<file path="src/rtl/card_regs_pkg.sv">
// constants for the card command, response, crc and data register bank
// assumes a 32-bit apb slave at the bank's base address
package card_regs_pkg;
  localparam logic [31:0] response_word_0_off = 32'h15a0_0020;
  localparam logic [31:0] response_word_1_off = 32'h15a0_0024;
  localparam logic [31:0] response_word_2_off = 32'h15a0_0028;
  localparam logic [31:0] response_word_3_off = 32'h15a0_002c;
  localparam logic [31:0] command_first_byte_off = 32'h15a0_0030;
  localparam logic [31:0] command_arg_word_off = 32'h15a0_0034;
  localparam logic [31:0] read_crc_capture_off = 32'h15a0_0038;
  localparam logic [31:0] card_data_port_off = 32'h15a0_003c;
  localparam logic [31:0] card_status_reg_off = 32'h15a0_0040;
  localparam logic [31:0] irq_mask_off = 32'h15a0_0044;
  localparam logic [31:0] control_off = 32'h15a0_0048;
  localparam logic [31:0] word_reset = 32'h0000_0000;
  localparam logic [15:0] crc_reset = 16'h0000;
  localparam logic [7:0] byte_reset = 8'h00;
  localparam int crc_flag_bit = 5;
  localparam int resp_done_bit = 0;
  localparam int data_done_bit = 1;
  localparam int big_endian_bit = 0;
  localparam logic [7:0] status_reset = 8'h00;
  localparam int resp_bytes = 16;
  localparam int data_crc_bits = 16;
endpackage : card_regs_pkg

</file>
<file path="src/rtl/card_cmd_resp_data_regs.sv">
// command, response, read crc and data registers of the card host
// assumes apb on core_clk; card link clock and data arrive from pins
`timescale 1ns/10ps
`default_nettype none
module card_cmd_resp_data_regs (
  input wire logic core_clk,
  input wire logic rst_b,
  input wire logic psel,
  input wire logic penable,
  input wire logic pwrite,
  input wire logic [31:0] paddr,
  input wire logic [31:0] pwdata,
  output logic [31:0] prdata,
  output logic pready,
  output logic pslverr,
  input wire logic link_clk,
  input wire logic resp_in,
  input wire logic data_in,
  input wire logic data_crc_bad,
  output logic tx_byte_valid,
  output logic [7:0] tx_byte,
  output logic [7:0] cmd_first_byte,
  output logic [31:0] cmd_arg_word,
  output logic irq
);
  // link sampling: two flops then edge find
  logic [2:0] clk_sync_r;
  logic [1:0] resp_sync_r;
  logic [1:0] data_sync_r;
  logic [1:0] bad_sync_r;
  logic link_rise;
  assign link_rise = clk_sync_r[1] & ~clk_sync_r[2];

  always_ff @(posedge core_clk) begin
    if (!rst_b) begin
      clk_sync_r <= 3'h0;
      resp_sync_r <= 2'h3;
      data_sync_r <= 2'h3;
      bad_sync_r <= 2'h0;
    end else begin
      clk_sync_r <= {clk_sync_r[1:0], link_clk};
      resp_sync_r <= {resp_sync_r[0], resp_in};
      data_sync_r <= {data_sync_r[0], data_in};
      bad_sync_r <= {bad_sync_r[0], data_crc_bad};
    end
  end

  // response shift: start bit low, then 128 bits msb first
  logic [127:0] resp_shift_r;
  logic [7:0] resp_cnt_r;
  logic resp_busy_r;
  logic [127:0] resp_store_r;
  logic resp_done;
  logic resp_start;
  logic resp_last;
  logic [127:0] resp_frame;
  // count of the final response bit
  localparam logic [7:0] resp_last_cnt = 8'(card_regs_pkg::resp_bytes * 8 - 1);
  assign resp_start = link_rise & ~resp_busy_r & ~resp_sync_r[1];
  assign resp_last = resp_cnt_r == resp_last_cnt;
  assign resp_done = link_rise & resp_busy_r & resp_last;
  assign resp_frame = {resp_shift_r[126:0], resp_sync_r[1]};

  always_ff @(posedge core_clk) begin
    if (!rst_b) begin
      resp_busy_r <= 1'b0;
      resp_cnt_r <= 8'h00;
      resp_shift_r <= '0;
    end else if (link_rise) begin
      resp_shift_r <= resp_frame;
      if (resp_start) begin
        resp_busy_r <= 1'b1;
        resp_cnt_r <= 8'h00;
      end else if (resp_busy_r) begin
        resp_cnt_r <= resp_cnt_r + 8'h01;
        if (resp_last) begin
          resp_busy_r <= 1'b0;
        end
      end
    end
  end

  // lanes loaded only from the link
  always_ff @(posedge core_clk) begin
    if (!rst_b) begin
      resp_store_r <= '0;
    end else if (resp_done) begin
      resp_store_r <= resp_frame;
    end
  end

  // data receive: start bit, 8 bits, then 16 crc bits
  logic [23:0] dat_shift_r;
  logic [4:0] dat_cnt_r;
  logic dat_busy_r;
  logic [7:0] rx_byte_r;
  logic [15:0] crc_r;
  logic dat_byte_done;
  logic dat_crc_done;
  logic dat_start;
  logic dat_crc_last;
  logic [23:0] dat_frame;
  // counts of the final data bit and final crc bit
  localparam logic [4:0] dat_byte_last = 5'(8 - 1);
  localparam logic [4:0] dat_crc_last_cnt = 5'(8 + card_regs_pkg::data_crc_bits - 1);
  assign dat_start = link_rise & ~dat_busy_r & ~data_sync_r[1];
  assign dat_crc_last = dat_cnt_r == dat_crc_last_cnt;
  assign dat_byte_done = link_rise & dat_busy_r & (dat_cnt_r == dat_byte_last);
  assign dat_crc_done = link_rise & dat_busy_r & dat_crc_last;
  assign dat_frame = {dat_shift_r[22:0], data_sync_r[1]};

  always_ff @(posedge core_clk) begin
    if (!rst_b) begin
      dat_busy_r <= 1'b0;
      dat_cnt_r <= 5'h00;
      dat_shift_r <= '0;
    end else if (link_rise) begin
      dat_shift_r <= dat_frame;
      if (dat_start) begin
        dat_busy_r <= 1'b1;
        dat_cnt_r <= 5'h00;
      end else if (dat_busy_r) begin
        dat_cnt_r <= dat_cnt_r + 5'h01;
        if (dat_crc_last) begin
          dat_busy_r <= 1'b0;
        end
      end
    end
  end

  always_ff @(posedge core_clk) begin
    if (!rst_b) begin
      rx_byte_r <= card_regs_pkg::byte_reset;
      crc_r <= card_regs_pkg::crc_reset;
    end else begin
      if (dat_byte_done) begin
        rx_byte_r <= dat_frame[7:0];
      end
      if (dat_crc_done) begin
        crc_r <= dat_frame[15:0];
      end
    end
  end

  // apb decode
  logic acc;
  logic wr;
  logic rd;
  assign acc = psel & penable;
  assign wr = acc & pwrite;
  assign rd = acc & ~pwrite;
  assign pready = 1'b1;
  logic hit_r0, hit_r1, hit_r2, hit_r3, hit_c0, hit_c1, hit_crc, hit_dat;
  logic hit_sta, hit_msk, hit_ctl, mapped;
  // one register select from the full byte address
  function automatic logic addr_hit(input logic [31:0] a, input logic [31:0] off);
    addr_hit = a == off;
  endfunction : addr_hit
  assign hit_r0 = addr_hit(paddr, card_regs_pkg::response_word_0_off);
  assign hit_r1 = addr_hit(paddr, card_regs_pkg::response_word_1_off);
  assign hit_r2 = addr_hit(paddr, card_regs_pkg::response_word_2_off);
  assign hit_r3 = addr_hit(paddr, card_regs_pkg::response_word_3_off);
  assign hit_c0 = addr_hit(paddr, card_regs_pkg::command_first_byte_off);
  assign hit_c1 = addr_hit(paddr, card_regs_pkg::command_arg_word_off);
  assign hit_crc = addr_hit(paddr, card_regs_pkg::read_crc_capture_off);
  assign hit_dat = addr_hit(paddr, card_regs_pkg::card_data_port_off);
  assign hit_sta = addr_hit(paddr, card_regs_pkg::card_status_reg_off);
  assign hit_msk = addr_hit(paddr, card_regs_pkg::irq_mask_off);
  assign hit_ctl = addr_hit(paddr, card_regs_pkg::control_off);
  assign mapped = hit_r0 | hit_r1 | hit_r2 | hit_r3 | hit_c0 | hit_c1 | hit_crc | hit_dat
    | hit_sta | hit_msk | hit_ctl;
  assign pslverr = acc & ~mapped;
  // per-register write strobes
  logic wr_ctl, wr_c0, wr_c1, wr_dat, wr_sta, wr_msk;
  assign wr_ctl = wr & hit_ctl;
  assign wr_c0 = wr & hit_c0;
  assign wr_c1 = wr & hit_c1;
  assign wr_dat = wr & hit_dat;
  assign wr_sta = wr & hit_sta;
  assign wr_msk = wr & hit_msk;

  // lane order: little puts lowest-numbered byte in bits 7:0
  function automatic logic [31:0] lane_order(input logic [31:0] seq, input logic big);
    lane_order = big ? seq : {seq[7:0], seq[15:8], seq[23:16], seq[31:24]};
  endfunction : lane_order

  // control, command and data registers
  logic big_r;
  logic [7:0] cmd0_r;
  logic [31:0] cmd1_r;
  logic [7:0] tx_r;
  logic tx_valid_r;
  always_ff @(posedge core_clk) begin
    if (!rst_b) begin
      big_r <= 1'b0;
      cmd0_r <= card_regs_pkg::byte_reset;
      cmd1_r <= card_regs_pkg::word_reset;
      tx_r <= card_regs_pkg::byte_reset;
      tx_valid_r <= 1'b0;
    end else begin
      tx_valid_r <= wr_dat;
      if (wr_ctl) begin
        big_r <= pwdata[card_regs_pkg::big_endian_bit];
      end
      if (wr_c0) begin
        cmd0_r <= pwdata[7:0];
      end
      if (wr_c1) begin
        cmd1_r <= pwdata;
      end
      if (wr_dat) begin
        tx_r <= pwdata[7:0];
      end
    end
  end
  assign cmd_first_byte = cmd0_r;
  assign cmd_arg_word = lane_order(cmd1_r, big_r);
  assign tx_byte = tx_r;
  assign tx_byte_valid = tx_valid_r;

  // status: bit0 response done, bit1 data done, bit5 crc mismatch
  logic [7:0] sta_r;
  logic [7:0] msk_r;
  logic [7:0] sta_set;
  logic [7:0] sta_clr;
  logic [7:0] sta_wr_clr;
  logic sta_rd_clr;
  logic [7:0] sta_pend;
  assign sta_rd_clr = rd & hit_sta & sta_r[card_regs_pkg::crc_flag_bit];
  assign sta_wr_clr = wr_sta ? pwdata[7:0] : 8'h00;
  always_comb begin
    sta_set = 8'h00;
    sta_set[card_regs_pkg::resp_done_bit] = resp_done;
    sta_set[card_regs_pkg::data_done_bit] = dat_crc_done;
    sta_set[card_regs_pkg::crc_flag_bit] = dat_crc_done & bad_sync_r[1];
    sta_clr = sta_wr_clr;
    if (sta_rd_clr) begin
      sta_clr[card_regs_pkg::crc_flag_bit] = 1'b1;
    end
  end
  always_ff @(posedge core_clk) begin
    if (!rst_b) begin
      sta_r <= card_regs_pkg::status_reset;
      msk_r <= card_regs_pkg::status_reset;
    end else begin
      // set wins over a clear in the same cycle
      sta_r <= (sta_r & ~sta_clr) | sta_set;
      if (wr_msk) begin
        msk_r <= pwdata[7:0];
      end
    end
  end
  // level interrupt while any unmasked bit is set
  assign sta_pend = sta_r & msk_r;
  assign irq = |sta_pend;

  // read mux
  // lane order per word
  logic [31:0] rsp0, rsp1, rsp2, rsp3;
  assign rsp0 = lane_order(resp_store_r[127:96], big_r);
  assign rsp1 = lane_order(resp_store_r[95:64], big_r);
  assign rsp2 = lane_order(resp_store_r[63:32], big_r);
  assign rsp3 = lane_order(resp_store_r[31:0], big_r);
  // reads of these words change nothing, except a status read, which clears the bit5 crc mismatch flag
  logic [31:0] rd_cmd0, rd_crc, rd_dat, rd_sta, rd_msk, rd_ctl;
  assign rd_cmd0 = {24'h00_0000, cmd0_r};
  assign rd_crc = {16'h0000, crc_r};
  assign rd_dat = {24'h00_0000, rx_byte_r};
  assign rd_sta = {24'h00_0000, sta_r};
  assign rd_msk = {24'h00_0000, msk_r};
  assign rd_ctl = {31'h0000_0000, big_r};
  always_comb begin
    prdata = 32'h0000_0000;
    if (rd) begin
      if (hit_r0) prdata = rsp0;
      if (hit_r1) prdata = rsp1;
      if (hit_r2) prdata = rsp2;
      if (hit_r3) prdata = rsp3;
      if (hit_c0) prdata = rd_cmd0;
      if (hit_c1) prdata = cmd1_r;
      if (hit_crc) prdata = rd_crc;
      if (hit_dat) prdata = rd_dat;
      if (hit_sta) prdata = rd_sta;
      if (hit_msk) prdata = rd_msk;
      if (hit_ctl) prdata = rd_ctl;
    end
  end
endmodule : card_cmd_resp_data_regs
`default_nettype wire

</file>
<file path="config.mk">
export PLATFORM = sky130hd
export DESIGN_NAME = card_cmd_resp_data_regs
export DESIGN_NICKNAME = d
export VERILOG_FILES = /design/src/rtl/card_regs_pkg.sv /design/src/rtl/card_cmd_resp_data_regs.sv
export SDC_FILE = /design/constraint.sdc
export NUM_CORES = 1
export LEC_CHECK = 0
export ABC_CLOCK_PERIOD_IN_PS = 2500
export BUFFER_PORTS_ARGS = -buffer_cell sky130_fd_sc_hd__buf_2
export CAP_MARGIN = 20
export CORE_MARGIN = 4
export CORE_UTILIZATION = 57
export CTS_CLUSTER_DIAMETER = 200
export CTS_CLUSTER_SIZE = 20
export DETAILED_ROUTE_END_ITERATION = 10
export GPL_ROUTABILITY_DRIVEN = 0
export PLACE_DENSITY = 0.77
export SYNTH_ARGS = -nofsm -noshare
export SYNTH_HDL_FRONTEND = slang
export SYNTH_SLANG_ARGS = --single-unit
</file>
<file path="constraint.sdc">
create_clock -name core_clk -period 2.5 [get_ports core_clk]
set_clock_uncertainty 0.1 [all_clocks]
set_input_delay 0.375 -clock core_clk [delete_from_list [all_inputs] [get_ports core_clk]]
set_output_delay 0.375 -clock core_clk [all_outputs]
set_load 0.02 [all_outputs]
</file>
==> results.md <==
Worst setup path:
- Data on the critical path is required at its endpoint by 2030 ps.
- Counting buffers and inverters, the worst setup path is 8 cells deep.
- Counting stages on the worst path, the most repeated cell is buf_4.
- In this run the critical register-to-register path is captured at resp_store_r[119].
- Of all nets on the critical path, the largest fanout is 5.
- The worst reg2reg path startpoint is clk_sync_r[1].
- The critical path data arrival time is 2560 ps.
- The sum of buffers and inverters on the critical path is 5.
- On the worst path, the slowest cell contributes a delay of 500 ps.
- STA classifies the critical path endpoint as a primary output.
- STA classifies the critical path startpoint as a flip-flop.
- The kind of cell with the highest combined delay along the critical path is buffers and inverters.
- The critical path in this run is classified as reg2out.
- The number of cells on the worst reg-to-reg path is 7.
- The internal reg-to-reg setup slack is 320 ps.
- Walking the worst path, the cells encountered are buf_4 > buf_4 > buf_12 > mux4_2 > a221oi_2 > buf_4 > o2bb2ai_2 > buf_2.
- The slowest stage of the critical path is the mux4_2 cell.

Clock network:
- The number of clock buffers inserted by TritonCTS is 23.
- Clock latency on the worst-skew pair, taken at its later pin, is 560 ps.
- TritonCTS built the clock tree.
- The CTS sink count is 384.
- The maximum clock insertion buffer count is 3.
- After clock tree synthesis, the clock-pin slew on the worst setup and hold paths is 100 ps.
- CTS built an H-tree with a depth of 1.
- The buffer type at the clock tree root is clkbuf_16.

Final layout:
- The share of post-route cells with drive strength above 1 is 23.82%.
- The finished layout holds 2692 standard cells, fillers aside.
- The most common library cell in the layout ignoring fill and taps is nand2_1.
- Once layout is complete, the utilization of the core stands at 70.52%.
- In the final design database the tool counted 2370 nets.
- The number of fill cells is 2266.
- The final antenna diode count is 0.
- The relative area change from synthesis to final layout is 20.63%.
- The top cell types in the final layout, fill and taps aside, are nand2_1, dfxtp_1, a21boi_0, buf_2, buf_4.

Floorplanning:
- The area of the core region is 30910 um2.
- The number of placed I/O pins is 157.
- Measured along the x axis, the die boundary spans 186.1 um.
- The standard-cell row count is 64.
- For this configuration, the core starts out at a cell density of 58.46%.
- The vertical extent of the die is 186.1 um.
- The die area is 34620 um2.

Yosys:
- During synthesis, Yosys emitted a total of 0 warnings.
- Synthesis handed over a netlist of 2100 instances.
- The number of enable-type register cells in the synthesized netlist is 0.
- The share of synthesized flip-flops with an asynchronous set or reset is 0%.
- The cell area that synthesis handed to floorplanning was 18070 um2.
- In this run, synthesis produced a sequential element count of 384.
- The portion of the post-synthesis area used by sequential elements is 42.54%.
- The synthesized netlist contains 65 unique library cells.
- The leading register cell type out of synthesis is dfxtp_1.
- Dividing the synthesized area by the synthesized cell count gives 8.605 um2.
- The net count of the mapped netlist is 2175.

Placed design:
- Summed over all nets, the half-perimeter wirelength after detailed placement is 39080 um.
- The total instance count after detailed placement is 2601.
- Prior to clock tree synthesis, the placed netlist has a worst setup slack of -354.8 ps.
- The number of input and output port buffers inserted is 155.

STA:
- For this run, the top clock speed supported by timing is 0.3296 GHz.
- The part of the cycle the worst path needs is 121.4%.
- At the pin with the least slew margin, the transition time is 957.2 ps.
- Setup repair after global routing could not meet its margin everywhere.
- The shortest clock period the worst path allows after layout is 3034 ps.
- The final worst-path setup slack is -533.9 ps.
- The number of hold violations in the final report was 0.
- The total setup violations reported at the end of the flow is 33.
- The number of max-slew violations in the final report came to 0.
- Setup total negative slack on the finished layout was measured at -14130 ps.
- The worst relative slew slack is 36.19%.

Detailed routing:
- The antenna violation net count after detailed routing is 0.
- The total wire length after detailed routing is 57290 um.
- In the final routed layout, each cell accounts on average for 21.28 um.
- Across all layers, the routed design uses 16480 vias.
- The number of optimization iterations in the first detailed-route pass is 7.
- The DRC violation count after routing is 0.
- The number of vias per cell after detailed routing is 6.122.
- The detailed router's first-iteration violation count is 1974.

Global route:
- The via count of the first global-routing pass is 15440.
- Global routing used 31.38% of the available tracks.
- The remaining global-route overflow is 0.
- Entering global routing, the biggest net connects 130 pins.
- The initial antenna violation count is 0.
- The global-route wire length before repair is 85950 um.

Power and ir drop:
- In this run the static leakage power is 7.641 nW.
- The highest ir drop seen on vdd is 628.7 uV.
- The power density over the cells is 474.9 nW/um2.
- Total power for the finished layout comes to 10.35 mW.

Worst hold path:
- The path with the worst hold slack has its endpoint at sta_r[3].
- The worst hold path depth is 2.
- The worst hold-check path type is in2reg.
- The worst hold path begins at pwdata[3].

Flow run:
- Max-cap violations in this run came to 0.

Outcome:
- The checks that failed: negative setup slack.
- The flow ran to the end, but the final reports show violations.
## cell families (layout without fill, tap and decap cells)
group                      after synthesis  after routing  synth area share, %
AOI/OAI and AO/OA                      503            503                21.16
DFF                                    384            384                42.54
other                                    1              1              0.02075
adders and majority gates                2              2               0.1385
and+or+nand+nor                        881            881                21.16
buffers and inverters                  171            367                4.092
muxes                                  158            158                10.89
## layer usage
metal / track usage (%) / vias to the layer above / wire length (um)
li1: - / 7564 / -
met1: 41.44 / 7855 / 22390
met2: 48.76 / 859 / 25390
met3: 6.078 / 202 / 5593
met4: 16.90 / 0 / 3912
met5: 0 / - / 0
## worst max-delay path by stage
| stage | from | endpoint | slack (ps) |
|---|---|---|---|
| after floorplan | paddr[29] | prdata[7] | 20 |
| final | big_r | prdata[27] | -530 |
| after global routing | big_r | prdata[18] | -550 |
| after CTS | big_r | prdata[6] | -490 |
| after detailed placement | paddr[1] | prdata[3] | -350 |
| after global placement | paddr[8] | sta_r[5] | -300 |
## worst register-to-register path: stages, from the launching register on
cell and delay [ps]:
dfxtp_1 400, nor2b_4 230, nand3_1 250, nor2_1 290, nand2_4 240, buf_12 280
nand2_1 140, a21boi_0 120
## final cells by class
type | count | area, um2 | area share [%]
clock buffer | 24 | 579.3 | 2.658
clock inverter | 2 | 25.02 | 0.1148
inverter | 2 | 7.507 | 0.03444
multi-input combinational | 1545 | 10230 | 46.91
sequential | 384 | 7691 | 35.28
tap | 396 | 495.5 | 2.273
timing repair buffer | 339 | 2774 | 12.73
## sequential cells by signal, summed over array words and instances (netlist names), 15 cells and up
| name | count |
|---|---|
| resp_shift_r | 127 |
| dat_shift_r | 15 |
| crc_r | 16 |
| resp_store_r | 128 |
| cmd1_r | 32 |
## metrics by stage
stage / hold slack, ps / area, um2
after floorplan: 286.3 / 18130
after global placement: 293.1 / 19870
after detailed placement: 295.9 / 19870
after CTS: 8.487 / 21390
after global routing: 40.38 / 21800
final: 44.71 / 21800
## report_power, final
group | leakage (nW) | internal (mW) | switching [mW]
clock network | 0.296 | 1.67 | 2.02
logic | 4.25 | 0.234 | 0.308
registers | 3.09 | 6.12 | 0.00687
## synth_stat cells, types with 3 or more instances
cell / instances / area, um2
buf_2: 48 / 240.2
nand4_1: 6 / 37.54
a222oi_1: 11 / 110.1
and3_1: 9 / 56.30
a21oi_1: 32 / 160.2
mux2_2: 79 / 889.6
a211o_1: 6 / 52.55
o21ai_0: 25 / 125.1
a21boi_1: 49 / 367.9
buf_1: 13 / 48.80
a22oi_1: 12 / 90.09
nand3_1: 21 / 105.1
nand3b_1: 4 / 30.03
nor2_1: 41 / 153.9
a22o_1: 3 / 26.28
a32oi_1: 11 / 96.34
o211ai_1: 3 / 22.52
clkbuf_1: 101 / 379.1
nor4_4: 5 / 106.4
mux4_2: 23 / 518.0
nand2b_1: 6 / 37.54
nand2_1: 701 / 2631
o2bb2ai_2: 10 / 150.1
nor2b_1: 40 / 250.2
a21boi_0: 290 / 2177
a221oi_1: 16 / 140.1
dfxtp_1: 384 / 7687
a32o_1: 6 / 60.06
and2_1: 13 / 81.33
mux2i_1: 56 / 560.5
a21o_1: 5 / 37.54
buf_4: 4 / 30.03
a221oi_2: 3 / 45.04
buf_6: 3 / 33.78
nor3_1: 7 / 35.03
nor4_2: 5 / 62.56
and4_1: 5 / 43.79
a31oi_1: 3 / 18.77
o2bb2ai_1: 5 / 43.79
## timing repair
| item | in CTS | in global routing |
|---|---|---|
| hold buffers | 28 | 0 |
| pin swaps | 27 | 37 |
| endpoints found under the setup margin | 65 | 33 |
| buffers inserted | 21 | 15 |
| resized for setup | 94 | 66 |
| gates cloned | 2 | 1 |
| endpoints found under the hold margin | 28 | 0 |
No activity file was read; power rests on OpenSTA's default activity.
